### src/fbs_pkg.sv
// Shared constants and types of the fieldbus slave glue logic.
// Assumes one 10 MHz clock and a synchronous active-high reset.
package fbs_pkg;

    // ------------------------------------------------------------
    // Station address switches
    // ------------------------------------------------------------
    localparam int unsigned ADDR_W = 7;
    localparam int unsigned SW_W = 8;
    localparam int unsigned SW_RESERVED_BIT = 7;
    localparam logic [6:0] ADDR_RESET = 7'h00;

    // ------------------------------------------------------------
    // Set-parameters telegram layout (byte positions count from 1)
    // ------------------------------------------------------------
    localparam int unsigned PRM_STD_LEN = 7;
    localparam logic [7:0] PRM_EXT_FIRST = 8'h08;
    localparam logic [7:0] PRM_EXT_LAST = 8'h0A;
    localparam int unsigned PRM_MFR_LEN = 8;
    localparam logic [7:0] PRM_MIN_LEN = 8'h07;
    localparam logic [7:0] PRM_MAX_LEN = 8'hF4;
    localparam logic [7:0] PRM_CNT_MAX = 8'hFF;

    // ------------------------------------------------------------
    // Relays, sensor setup and bit-rate detection
    // ------------------------------------------------------------
    localparam logic RELAY_RESET = 1'b0;
    localparam int unsigned SETUP_W = 8;
    localparam int unsigned SETUP_TEST_BIT = 0;
    localparam int unsigned RUN_W = 16;
    localparam logic [15:0] RUN_MAX = 16'hFFFF;
    localparam int unsigned CLK_HZ = 10000000;

    typedef enum logic [1:0] {
        FBS_WAIT_PRM = 2'b01,
        FBS_DATA_EX = 2'b10
    } fbs_link_state_type;

endpackage

### src/fbs_prm_if.sv
// Carrier between the top module and the parameter telegram checker.
// Assumes both ends run on the same clock.
interface fbs_prm_if #(
    parameter int unsigned MFR_BYTES = 8
);
    logic byte_valid;
    logic [7:0] byte_data;
    logic frame_start;
    logic frame_end;
    logic done;
    logic ok;
    logic [8*7-1:0] std_fields;
    logic [8*MFR_BYTES-1:0] mfr_fields;

    modport check (
        input byte_valid, byte_data, frame_start, frame_end,
        output done, ok, std_fields, mfr_fields
    );
    modport host (
        output byte_valid, byte_data, frame_start, frame_end,
        input done, ok, std_fields, mfr_fields
    );
endinterface

### src/fbs_prm_check.sv
// Length check and field capture of one set-parameters telegram.
// Assumes frame_start precedes the bytes and frame_end follows the last.
module fbs_prm_check
    import fbs_pkg::*;
#(
    parameter int unsigned MFR_BYTES = PRM_MFR_LEN
)
(
    input wire logic clk,       // System clock.
    input wire logic reset,     // Synchronous reset, active high.
    fbs_prm_if.check prm        // Telegram byte stream and result.
);
    localparam logic [7:0] FULL_LEN = 8'(PRM_EXT_LAST) + 8'(MFR_BYTES);

    logic [7:0] cnt_q, cnt_d;
    logic done_q, done_d;
    logic ok_q, ok_d;
    logic [8*7-1:0] std_q, std_d;
    logic [8*MFR_BYTES-1:0] mfr_q, mfr_d;

    always_comb
    begin
        cnt_d = cnt_q;
        std_d = std_q;
        mfr_d = mfr_q;
        done_d = 1'b0;
        ok_d = ok_q;
        if (prm.frame_start)
        begin
            cnt_d = 8'h00;
        end
        else if (prm.frame_end)
        begin
            done_d = 1'b1;
            // Fewer than the full module block leaves the device unset.
            ok_d = (cnt_q >= PRM_MIN_LEN) && (cnt_q <= PRM_MAX_LEN) &&
                   (cnt_q >= FULL_LEN);
        end
        else if (prm.byte_valid)
        begin
            if (cnt_q != PRM_CNT_MAX)
            begin
                cnt_d = cnt_q + 8'h01;
            end
            for (int i = 0; i < PRM_STD_LEN; i++)
            begin
                if (cnt_q == 8'(i))
                begin
                    std_d[8*i +: 8] = prm.byte_data;
                end
            end
            // Positions 8 to 10 match neither loop and are dropped.
            for (int j = 0; j < MFR_BYTES; j++)
            begin
                if (cnt_q == PRM_EXT_LAST + 8'(j))
                begin
                    mfr_d[8*j +: 8] = prm.byte_data;
                end
            end
        end
    end

    always_ff @(posedge clk)
    begin
        if (reset)
        begin
            cnt_q <= 8'h00;
            done_q <= 1'b0;
            ok_q <= 1'b0;
            std_q <= '0;
            mfr_q <= '0;
        end
        else
        begin
            cnt_q <= cnt_d;
            done_q <= done_d;
            ok_q <= ok_d;
            std_q <= std_d;
            mfr_q <= mfr_d;
        end
    end

    assign prm.done = done_q;
    assign prm.ok = ok_q;
    assign prm.std_fields = std_q;
    assign prm.mfr_fields = mfr_q;

endmodule // fbs_prm_check

### src/fbs_top.sv
// Glue logic of the fieldbus slave option module of a door controller.
// Assumes a telegram receiver that delivers parameter bytes and data
// exchange requests already decoded, all synchronous to clk.

// Functional notes
// - Station address comes from switches 1 to 7, on reads as 1.
// - Switch 8 is reserved and never enters the address.
// - Every address from 0 to 127 is accepted.
// - Address is taken only at reset or restart, never during operation.
// - Without test, closed relay shuts only for closed reached by drive order.
// - Pushing the door shut never makes the closed state.
// - Leaving the position by drive or pushing ends the state and relay.
// - During sensor test with setup bit 0 set, the closed relay follows the sensor check output.
// - Sensor setup parameter decides whether the test may take the relay.
// - Open relay shuts while the open state holds, from door position.
// - Open state is reached by drive order or by pushing.
// - Cyclic data is refused until a parameter telegram is accepted.
// - A valid parameter telegram is answered with a short acknowledge, unless another master holds the link.
// - Parameter telegram holds 7 to 244 bytes; first 7 are standard; only 18 to 244 are accepted here.
// - Bytes 8 to 10 are ignored; later bytes are module specific.
// - The module specific part holds 8 bytes, passed out undecoded on mfr_params.
// - Data is exchanged with one master only, basic cyclic protocol.
// - Bus bit rate is detected automatically from the line.
module fbs_top
    import fbs_pkg::*;
#(
    parameter int unsigned MFR_BYTES = PRM_MFR_LEN
)
(
    input wire logic clk,                          // System clock.
    input wire logic reset,                        // Sync reset, high.
    input wire logic restart,                      // System restart pulse.
    input wire logic [SW_W-1:0] station_address_switch_bank, // Switches.
    input wire logic door_at_closed,               // Door in closed spot.
    input wire logic door_at_open,                 // Door in open spot.
    input wire logic drive_order_active,           // Motion by drive order.
    input wire logic sensor_test_active,           // Sensor test running.
    input wire logic sensor_check_output,          // Sensor test signal.
    input wire logic [SETUP_W-1:0] sensor_setup_parameter, // Setup.
    input wire logic bus_rxd,                      // Bus receive line.
    input wire logic prm_start,                    // Parameter frame begins.
    input wire logic prm_byte_valid,               // Parameter byte strobe.
    input wire logic [7:0] prm_byte,               // Parameter byte.
    input wire logic prm_end,                      // Parameter frame ends.
    input wire logic [ADDR_W-1:0] prm_master_addr, // Sender, with prm_end.
    input wire logic dx_request,                   // Data exchange request.
    input wire logic [ADDR_W-1:0] dx_master_addr,  // Sender of dx_request.
    output logic [ADDR_W-1:0] station_address,     // Active address.
    output logic relay_closed,                     // Closed relay contact.
    output logic relay_open,                       // Open relay contact.
    output logic prm_ack,                          // Short acknowledge.
    output logic prm_reject,                       // Telegram not accepted.
    output logic dx_grant,                         // Exchange answered.
    output logic dx_refuse,                        // Exchange refused.
    output logic params_valid,                     // Parameters accepted.
    output logic [8*PRM_STD_LEN-1:0] std_params,   // Standard fields.
    output logic [8*MFR_BYTES-1:0] mfr_params,     // Module fields.
    output logic [RUN_W-1:0] bit_period,           // Clocks per bit.
    output logic bit_period_valid                  // bit_period is known.
);

    // ------------------------------------------------------------
    // Elaboration checks
    // ------------------------------------------------------------
    if (MFR_BYTES < 1 || PRM_EXT_LAST + MFR_BYTES > PRM_MAX_LEN)
    begin : g_bad_mfr
        $error("MFR_BYTES does not fit a parameter telegram");
    end

    // ------------------------------------------------------------
    // Station address
    // ------------------------------------------------------------
    logic load_q, load_d;
    logic [ADDR_W-1:0] addr_q, addr_d;

    always_comb
    begin
        load_d = restart;
        addr_d = addr_q;
        // A pending load is taken the cycle after reset or restart.
        if (load_q)
        begin
            // Bit n-1 of the bank is switch n, so switch 1 is the LSB.
            addr_d = station_address_switch_bank[ADDR_W-1:0];
            // Bit SW_RESERVED_BIT is never looked at.
        end
    end

    always_ff @(posedge clk)
    begin
        if (reset)
        begin
            load_q <= 1'b1;
            addr_q <= ADDR_RESET;
        end
        else
        begin
            load_q <= load_d;
            addr_q <= addr_d;
        end
    end

    assign station_address = addr_q;

    // ------------------------------------------------------------
    // Door states and relays
    // ------------------------------------------------------------
    logic closed_st_q, closed_st_d;
    logic open_st_q, open_st_d;
    logic rel_c_q, rel_c_d;
    logic rel_o_q, rel_o_d;
    logic test_sel;

    always_comb
    begin
        // Held only while the door stays in place; leaving ends it.
        if (closed_st_q)
        begin
            closed_st_d = door_at_closed;
        end
        else
        begin
            closed_st_d = door_at_closed && drive_order_active;
        end
        open_st_d = door_at_open;
        test_sel = sensor_test_active &&
                   sensor_setup_parameter[SETUP_TEST_BIT];
        if (test_sel)
        begin
            rel_c_d = sensor_check_output;
        end
        else
        begin
            rel_c_d = closed_st_q;
        end
        rel_o_d = open_st_q;
    end

    always_ff @(posedge clk)
    begin
        if (reset)
        begin
            closed_st_q <= 1'b0;
            open_st_q <= 1'b0;
            rel_c_q <= RELAY_RESET;
            rel_o_q <= RELAY_RESET;
        end
        else
        begin
            closed_st_q <= closed_st_d;
            open_st_q <= open_st_d;
            rel_c_q <= rel_c_d;
            rel_o_q <= rel_o_d;
        end
    end

    assign relay_closed = rel_c_q;
    assign relay_open = rel_o_q;

    // ------------------------------------------------------------
    // Parameter telegram check
    // ------------------------------------------------------------
    fbs_prm_if #(.MFR_BYTES(MFR_BYTES)) prm_bus ();

    assign prm_bus.byte_valid = prm_byte_valid;
    assign prm_bus.byte_data = prm_byte;
    assign prm_bus.frame_start = prm_start;
    assign prm_bus.frame_end = prm_end;

    fbs_prm_check #(.MFR_BYTES(MFR_BYTES)) u_check (
        .clk(clk),
        .reset(reset),
        .prm(prm_bus.check)
    );

    // ------------------------------------------------------------
    // Link state: parameter phase and cyclic data exchange
    // ------------------------------------------------------------
    fbs_link_state_type state_q, state_d;
    logic [ADDR_W-1:0] pend_q, pend_d;
    logic [ADDR_W-1:0] owner_q, owner_d;
    logic ack_q, ack_d;
    logic rej_q, rej_d;
    logic grant_q, grant_d;
    logic refuse_q, refuse_d;
    logic [8*PRM_STD_LEN-1:0] std_q, std_d;
    logic [8*MFR_BYTES-1:0] mfr_q, mfr_d;
    logic from_owner;

    always_comb
    begin
        state_d = state_q;
        pend_d = prm_end ? prm_master_addr : pend_q;
        owner_d = owner_q;
        ack_d = 1'b0;
        rej_d = 1'b0;
        grant_d = 1'b0;
        refuse_d = 1'b0;
        std_d = std_q;
        mfr_d = mfr_q;
        from_owner = (pend_q == owner_q);
        unique case (state_q)
            FBS_WAIT_PRM:
            begin
                if (prm_bus.done && prm_bus.ok)
                begin
                    ack_d = 1'b1;
                    owner_d = pend_q;
                    std_d = prm_bus.std_fields;
                    mfr_d = prm_bus.mfr_fields;
                    state_d = FBS_DATA_EX;
                end
                else if (prm_bus.done)
                begin
                    rej_d = 1'b1;
                end
                refuse_d = dx_request;
            end
            FBS_DATA_EX:
            begin
                // Another master is turned away while one holds the link.
                if (prm_bus.done && prm_bus.ok && from_owner)
                begin
                    ack_d = 1'b1;
                    std_d = prm_bus.std_fields;
                    mfr_d = prm_bus.mfr_fields;
                end
                else if (prm_bus.done && from_owner)
                begin
                    rej_d = 1'b1;
                    state_d = FBS_WAIT_PRM;
                end
                else if (prm_bus.done)
                begin
                    rej_d = 1'b1;
                end
                grant_d = dx_request && (dx_master_addr == owner_q);
                refuse_d = dx_request && (dx_master_addr != owner_q);
            end
        endcase
        if (restart)
        begin
            state_d = FBS_WAIT_PRM;
        end
    end

    always_ff @(posedge clk)
    begin
        if (reset)
        begin
            state_q <= FBS_WAIT_PRM;
            pend_q <= '0;
            owner_q <= '0;
            ack_q <= 1'b0;
            rej_q <= 1'b0;
            grant_q <= 1'b0;
            refuse_q <= 1'b0;
            std_q <= '0;
            mfr_q <= '0;
        end
        else
        begin
            state_q <= state_d;
            pend_q <= pend_d;
            owner_q <= owner_d;
            ack_q <= ack_d;
            rej_q <= rej_d;
            grant_q <= grant_d;
            refuse_q <= refuse_d;
            std_q <= std_d;
            mfr_q <= mfr_d;
        end
    end

    assign prm_ack = ack_q;
    assign prm_reject = rej_q;
    assign dx_grant = grant_q;
    assign dx_refuse = refuse_q;
    assign params_valid = state_q[1];
    assign std_params = std_q;
    assign mfr_params = mfr_q;

    // ------------------------------------------------------------
    // Bit-rate detection
    // ------------------------------------------------------------
    // The shortest run between line edges is one bit time. At a 10 MHz
    // clock only rates well below the clock are resolved; faster rates
    // give a period of one or two clocks and must be refined elsewhere.
    logic rxd_prev_q, rxd_prev_d;
    logic [RUN_W-1:0] run_q, run_d;
    logic [RUN_W-1:0] min_q, min_d;
    logic minv_q, minv_d;

    always_comb
    begin
        rxd_prev_d = bus_rxd;
        run_d = (run_q == RUN_MAX) ? run_q : run_q + 16'h0001;
        min_d = min_q;
        minv_d = minv_q;
        if (bus_rxd != rxd_prev_q)
        begin
            run_d = 16'h0001;
            if (!minv_q || run_q < min_q)
            begin
                min_d = run_q;
                minv_d = (run_q != RUN_MAX);
            end
        end
        if (restart)
        begin
            minv_d = 1'b0;
            min_d = RUN_MAX;
        end
    end

    always_ff @(posedge clk)
    begin
        if (reset)
        begin
            rxd_prev_q <= 1'b1;
            run_q <= 16'h0001;
            min_q <= RUN_MAX;
            minv_q <= 1'b0;
        end
        else
        begin
            rxd_prev_q <= rxd_prev_d;
            run_q <= run_d;
            min_q <= min_d;
            minv_q <= minv_d;
        end
    end

    assign bit_period = min_q;
    assign bit_period_valid = minv_q;

endmodule // fbs_top

### config.mk
export PLATFORM = sky130hd
export DESIGN_NAME = fbs_top
export DESIGN_NICKNAME = d
export VERILOG_FILES = /design/src/fbs_pkg.sv /design/src/fbs_prm_if.sv /design/src/fbs_prm_check.sv /design/src/fbs_top.sv
export SDC_FILE = /design/constraint.sdc
export NUM_CORES = 1
export LEC_CHECK = 0
export BUFFER_PORTS_ARGS = -buffer_cell sky130_fd_sc_hd__buf_2
export CAP_MARGIN = 20
export CORE_MARGIN = 5
export CORE_UTILIZATION = 61
export CTS_BUF_LIST = sky130_fd_sc_hd__clkbuf_16
export DETAILED_ROUTE_END_ITERATION = 7
export HOLD_SLACK_MARGIN = 0.02
export MAX_ROUTING_LAYER = met4
export PLACE_DENSITY_LB_ADDON = 0.08
export SLEW_MARGIN = 20
export SYNTH_ARGS = -nofsm -noshare
export SYNTH_HDL_FRONTEND = slang
export SYNTH_HIERARCHICAL = 1
export SYNTH_SLANG_ARGS = --single-unit
### constraint.sdc
create_clock -name clk -period 4.9 [get_ports clk]
set_input_delay 0.245 -clock clk [delete_from_list [all_inputs] [get_ports clk]]
set_output_delay 0.245 -clock clk [all_outputs]
set_load 0.03 [all_outputs]
==> results of run 1 <==
stage by stage:
step	cell area, um^2	std cells	worst slack (ns)	power, uW
after floorplan	12600	1254	2.65	2860
after global placement	13600	1648	2.08	2940
after detailed placement	13600	1648	2.04	2950
after CTS	14800	1722	2.04	5220
after global routing	14800	1722	1.87	5370
final	14800	1722	2.04	5170
synth_stat cells (all sizes together) (19+ instances only):
master and number:
a21oi 24, dfxtp 316, xnor2 19, clkbuf 48, nor2 279, mux2i 248, nand4 27, inv 27
nor3 31, ha 20, buf 29, a211oi 20, nand2 42
state kept, by name, indices dropped and copies added, names as in the netlist, 2 cells and up:
signal and count:
mfr_params 64, u_check/prm.mfr_fields 64, std_params 56, u_check/prm.std_fields 56, bit_period 16, run_q 16, u_check/cnt_q 8, owner_q 7
pend_q 7, station_address 7, state_q 2
cell type report:
cell class	count	area, um^2	share of cell area
Clock buffer	35	876	0.0592
Clock inverter	20	101	0.00685
Inverter	27	101	0.00685
Multi-Input combinational cell	834	5800	0.392
Sequential cell	316	6330	0.428
Tap cell	270	338	0.0228
Timing Repair Buffer	220	1250	0.0845
per-layer routing:
metal,vias up,track usage
met5,-,-
met4,0,0.0673
met3,41,0.0520
met2,219,0.413
met1,4515,0.306
li1,4651,-
power groups by stage:
stage	Clock [uW]	Sequential, uW	Combinational, uW
floorplan	0	2710	150
global placement	0	2680	267
CTS	2320	2620	284
global route	2440	2620	309
detailed placement	0	2680	271
finish	2270	2620	284
cell families after synthesis:
family | Yosys count
muxes | 248
DFF | 316
adders and majority gates | 20
and+or+nand+nor | 470
AOI/OAI and AO/OA | 65
buffers and inverters | 104
xor gates and xnor gates | 31
worst max-delay path by stage:
stage,from,end,slack (ns),cells after the start
floorplan,bit_period[14],bit_period[10],2.65,8
global route,state_q[1],std_params[37],1.87,7
finish,state_q[1],mfr_params[31],2.04,7
detailed placement,state_q[1],mfr_params[31],2.04,7
CTS,state_q[1],std_params[36],2.04,7
global placement,state_q[1],mfr_params[29],2.08,7
critical path, delay by kind of cell, from the launching register on:
| kind | cells | cell delay [ns] |
|---|---|---|
| flops | 1 | 0.36 |
| compound gates | 2 | 0.95 |
| mux | 1 | 0.24 |
| simple gates | 2 | 0.35 |
| buf+inv | 2 | 0.77 |
repair_timing:
action	CTS	global route
endpoints found under the hold margin	18	0
hold buffers	19	0
setup buffers	0	0
setup endpoints to repair	0	0
==> impl_metrics.yaml, run 1 <==
clock_tree:
  root_buffer: "clkbuf_16"
  clk_pin_slew_ns: 0.05
  numCtsBuffers: 34
  htree_levels: 2
  cts_resized: 0
  clockBufferDepth: 3
  cts.sinks: 316
  cts_tree: "yes"
  clk-insertion-delay-late_ns: 0.51
timing:
  final.min_clock_period_ns: 2.86
  fmax_ghz: 0.350
  setup_viol: 0
  tightest_slew_ns: 1.09
  finalSetupTns_ns: 0
  fin_crit_sh: 0.583
  timing.hold.ws_ns: 0.0310
  slew_viol_final: 0
  hold_violations: 0
  fin_worst_skew_ns: 0.0217
  rsz0062_at_grt: "no"
  slew_headroom: 0.273
pwr:
  p_clk_frac: 0.439
  intPower_uw: 3980
  powerDensity_nw_per_um2: 350
  peakVddDrop_mv: 0.281
  p_leak_uw: 0.00787
  p_comb_frac: 0.055
  p_seq_frac: 0.507
  p_sw_uw: 1190
  switching_share: 0.230
cells_and_area:
  nets: 1504
  drive_above_1_share: 0.189
  num-fill-cells: 1574
  layout_common_cells: "dfxtp_1 (316), nor2_1 (278), mux2i_1 (248), buf_2 (192), nand2_1 (42)"
  final_common_cell: "dfxtp_1"
  utilization: 0.729
  diodes: 0
  area_delta_synth_final_pct: 17.5
hold_path:
  min_to: "dx_grant"
  holdPathStages: 3
  hp-class: "in2reg"
  hold_start: "dx_request"
floorplanning:
  start_util: 0.620
  die_x_um: 154
  die_area_um2: 23600
  die_h_um: 154
  core_um2: 20300
  ioPinCount: 202
  row_count: 52
routing:
  drt_iter0_drc: 514
  wl_met1_mm: 12.4
  top_layer: "met4"
  drt_pre_antenna_iters: 5
  drc: 0
  vias_per_cell: 5.47
  dr_wl_met3_mm: 1.71
  finalWirelength_mm: 29.0
  ant_nets: 0
  wl_per_cell_um: 16.9
  wl_met2_mm: 14.4
  num_vias: 9426
logic_synthesis:
  synth_xor_area_frac: 0.0222
  synth_flop_cell: "dfxtp_1"
  yosysTopAreaCellShare: 0.502
  syn_area_um2: 12600
  yosysSeqAreaShare: 0.502
  synth_seq_cells: 316
  synth_fp_nets: 1325
  synth_top_family_by_area: "multiplexers"
  muxShareOfSynthArea: 0.197
  synth.distinct_cells: 58
  synth.avg_cell_area_um2: 10.0
  yosys.area.top_type: "dfxtp_1"
  synth_cells: 1254
  yosys.area_share.simple: 0.184
  yosys_warnings: 6
  async_flop_share: 0
  synth_compound_area_frac: 0.0360
  synth-edff-count: 0
  synthAdderAreaFrac: 0.0199
  synth_top_cells_by_area: "dfxtp_1 (50%), mux2i_1 (20%), nor2_1 (8.3%), ha_1 (2.0%), clkbuf_1 (1.4%)"
worst_setup_path:
  slowest_stage: "a31oi_4"
  r2r_end: "mfr_params[31]"
  crit_chain: "nor2b_1, a21oi_1, a31oi_4, buf_12, buf_4, mux2i_1, nor2_1"
  r2r_start: "state_q[1]"
  path_class: "reg2reg"
  worstSetupEndpointType: "flip-flop"
  cp.required_ns: 5.26
  startpoint_type: "flip-flop"
  slowest_delay_ns: 0.84
  r2r_cells: 7
  rrSetupSlack_ns: 2.04
  worstPathMaxFanout: 41
  cp.arrival_ns: 3.22
run_status:
  outcome: "complete, no violations"
global_route:
  grt_use_total: 0.247
  gr-total-overflow: 0
  grt_pass1_vias: 9171
  antenna_found_initial: 0
  grt_first_pass_wirelength_mm: 47.5
  grt_max_degree: 107
run:
  maxCapViolations: 0
placement:
  gp_congestion: 0.877
  port_buffers: 193
  dp_hpwl_mm: 18.5
(Power assumes the default switching activity.)
==> run 2: changes to the inputs <==
--- a/config.mk
+++ b/config.mk
@@ -8,7 +8,7 @@
 export BUFFER_PORTS_ARGS = -buffer_cell sky130_fd_sc_hd__buf_2
 export CAP_MARGIN = 20
 export CORE_MARGIN = 5
-export CORE_UTILIZATION = 61
+export CORE_UTILIZATION = 51
 export CTS_BUF_LIST = sky130_fd_sc_hd__clkbuf_16
 export DETAILED_ROUTE_END_ITERATION = 7
 export HOLD_SLACK_MARGIN = 0.02
==> constraint.sdc (replaced) <==
create_clock -name clk -period 2.5 [get_ports clk]
set_input_delay 0.125 -clock clk [delete_from_list [all_inputs] [get_ports clk]]
set_output_delay 0.125 -clock clk [all_outputs]
set_load 0.03 [all_outputs]
==> run 2 against run 1 <==
Against the previous run: combinational power grew 110%; worst setup slack worse by 1.8 ns; via count shrank 1.6%; sequential share of layout area is 0.87 points lower; clock-buffer cell count unchanged; hold slack improved by 0.028 ns; utilization down 11 points; die area rose by 18%; register-to-register slack got worse by 1.8 ns; cell count is 4.5% higher; fmax grew 28%; global-route usage shrank 4.0 points; critical endpoint is now mfr_params[42].
==> impl_metrics.yaml, run 2 (synthesis gave the netlist of run 1 again) <==
run_status:
  outcome: "complete, no violations"
floorplanning:
  row_count: 57
  die_area_um2: 27900
  die_x_um: 167
  core_um2: 24300
  ioPinCount: 202
  start_util: 0.518
  die_h_um: 167
timing:
  fin_worst_skew_ns: 0.00922
  fin_crit_sh: 0.893
  setup_viol: 0
  rsz0062_at_grt: "no"
  hold_violations: 0
  tightest_slew_ns: 0.936
  fmax_ghz: 0.448
  slew_headroom: 0.376
  finalSetupTns_ns: 0
  final.min_clock_period_ns: 2.23
  slew_viol_final: 0
clock_tree:
  numCtsBuffers: 34
  root_buffer: "clkbuf_16"
  cts.sinks: 316
  cts_setup_buffers: 0
  htree_levels: 2
  clk-insertion-delay-late_ns: 0.49
  clockBufferDepth: 3
  cts_tree: "yes"
  clk_pin_slew_ns: 0.06
hold_path:
  min_to: "bit_period_valid"
  hp-class: "in2reg"
  holdPathStages: 3
  hold_start: "restart"
global_route:
  grt_pass1_vias: 8912
  grt_first_pass_wirelength_mm: 47.1
  grt_use_total: 0.208
  gr-total-overflow: 0
  grt_max_degree: 155
  busiest_layer: "met2"
  grt_util_met3: 0.0521
  antenna_found_initial: 0
  met2_usage: 0.342
  grtUsageMet1: 0.262
cells_and_area:
  area_delta_synth_final_pct: 20.0
  num-fill-cells: 2123
  diodes: 0
  register_area_um2: 6330
  fin_area_um2: 15100
  multiInputGateArea_um2: 5810
  drive_above_1_share: 0.200
  nets: 1528
  final_common_cell: "dfxtp_1"
  layout_common_cells: "dfxtp_1 (316), nor2_1 (278), mux2i_1 (248), buf_2 (192), nand2_1 (42)"
pwr:
  switching_share: 0.225
  powerDensity_nw_per_um2: 677
  intPower_uw: 7920
  p_clk_frac: 0.440
  p_seq_frac: 0.503
  p_sw_uw: 2300
  p_leak_uw: 0.00800
  p_comb_frac: 0.057
  peakVddDrop_mv: 0.477
worst_setup_path:
  slowest_stage: "buf_12"
  cp.required_ns: 2.85
  r2r_start: "state_q[1]"
  r2r_cells: 6
  rrSetupSlack_ns: 0.27
  worstPathMaxFanout: 120
  crit_family: "buffers and inverters"
  cp.arrival_ns: 2.58
  startpoint_type: "flip-flop"
  crit_chain: "nor2b_1, a21oi_1, a31oi_4, buf_12, mux2i_1, nor2_1"
  worstSetupEndpointType: "flip-flop"
  path_class: "reg2reg"
  r2r_end: "mfr_params[42]"
  cp.buffers_inverters: 1
  slowest_delay_ns: 0.59
placement:
  dpl_cell_area_um2: 13800
  dp_hpwl_mm: 18.6
  gp_congestion: 0.850
  port_buffers: 193
routing:
  finalWirelength_mm: 29.0
  drt_iter0_drc: 643
  vias_per_cell: 5.15
  drt_pre_antenna_iters: 5
  drc: 0
  num_vias: 9272
  wl_per_cell_um: 16.1
  ant_nets: 0
run:
  maxCapViolations: 0
run 2: power groups by stage:
stage	Combinational (uW)	Sequential [uW]	Clock [uW]
2_1_floorplan	295	5310	0
3_3_place_gp	554	5240	0
3_5_place_dp	558	5250	0
4_1_cts	590	5130	4640
5_1_grt	639	5140	4880
6_report	585	5140	4500
run 2: worst min-delay path, cell delays in order:
cell	delay, ns
buf_2	0.08
nor2_1	0.07
a31o_2	0.23
run 2: stage by stage:
stage | hold slack, ns | worst slack, ns | utilization | total power, uW | cells
after detailed placement | 0.342 | 0.225 | 0.569 | 5800 | 1719
final | 0.0593 | 0.268 | 0.621 | 10200 | 1800
after CTS | 0.0383 | 0.197 | 0.621 | 10400 | 1800
after floorplan | 0.232 | 0.254 | - | 5610 | 1254
after global placement | 0.348 | 0.276 | 0.569 | 5800 | 1719
after global routing | 0.0599 | 0.156 | 0.621 | 10700 | 1800
run 2: repair_timing:
| item | CTS | global route |
|---|---|---|
| resized for setup | 0 | 1 |
| hold buffers | 26 | 0 |
| endpoints found under the hold margin | 21 | 0 |
| endpoints found under the setup margin | 0 | 11 |
run 2: how the worst max path moves through the flow:
stage	end	slack, ns	cells after the start	from
after CTS	bit_period[6]	0.20	8	bit_period[15]
after global routing	bit_period[11]	0.16	8	bit_period[14]
after floorplan	bit_period[10]	0.25	8	bit_period[14]
final	mfr_params[42]	0.27	6	state_q[1]
after global placement	bit_period[10]	0.28	8	bit_period[15]
after detailed placement	bit_period[6]	0.23	8	bit_period[15]
run 2: area by class of cell:
cell class | count | share of cell area
multi-input combinational | 834 | 0.385
timing repair buffer | 244 | 0.0975
tap | 324 | 0.0268
clock buffer | 35 | 0.0580
inverter | 27 | 0.00671
sequential | 316 | 0.419
clock inverter | 20 | 0.00754
run 2: metal layers:
layer,vias to the layer above,share of wire
met5,-,0
met4,0,0.014
met3,34,0.063
met2,210,0.48
met1,4329,0.44
li1,4699,-
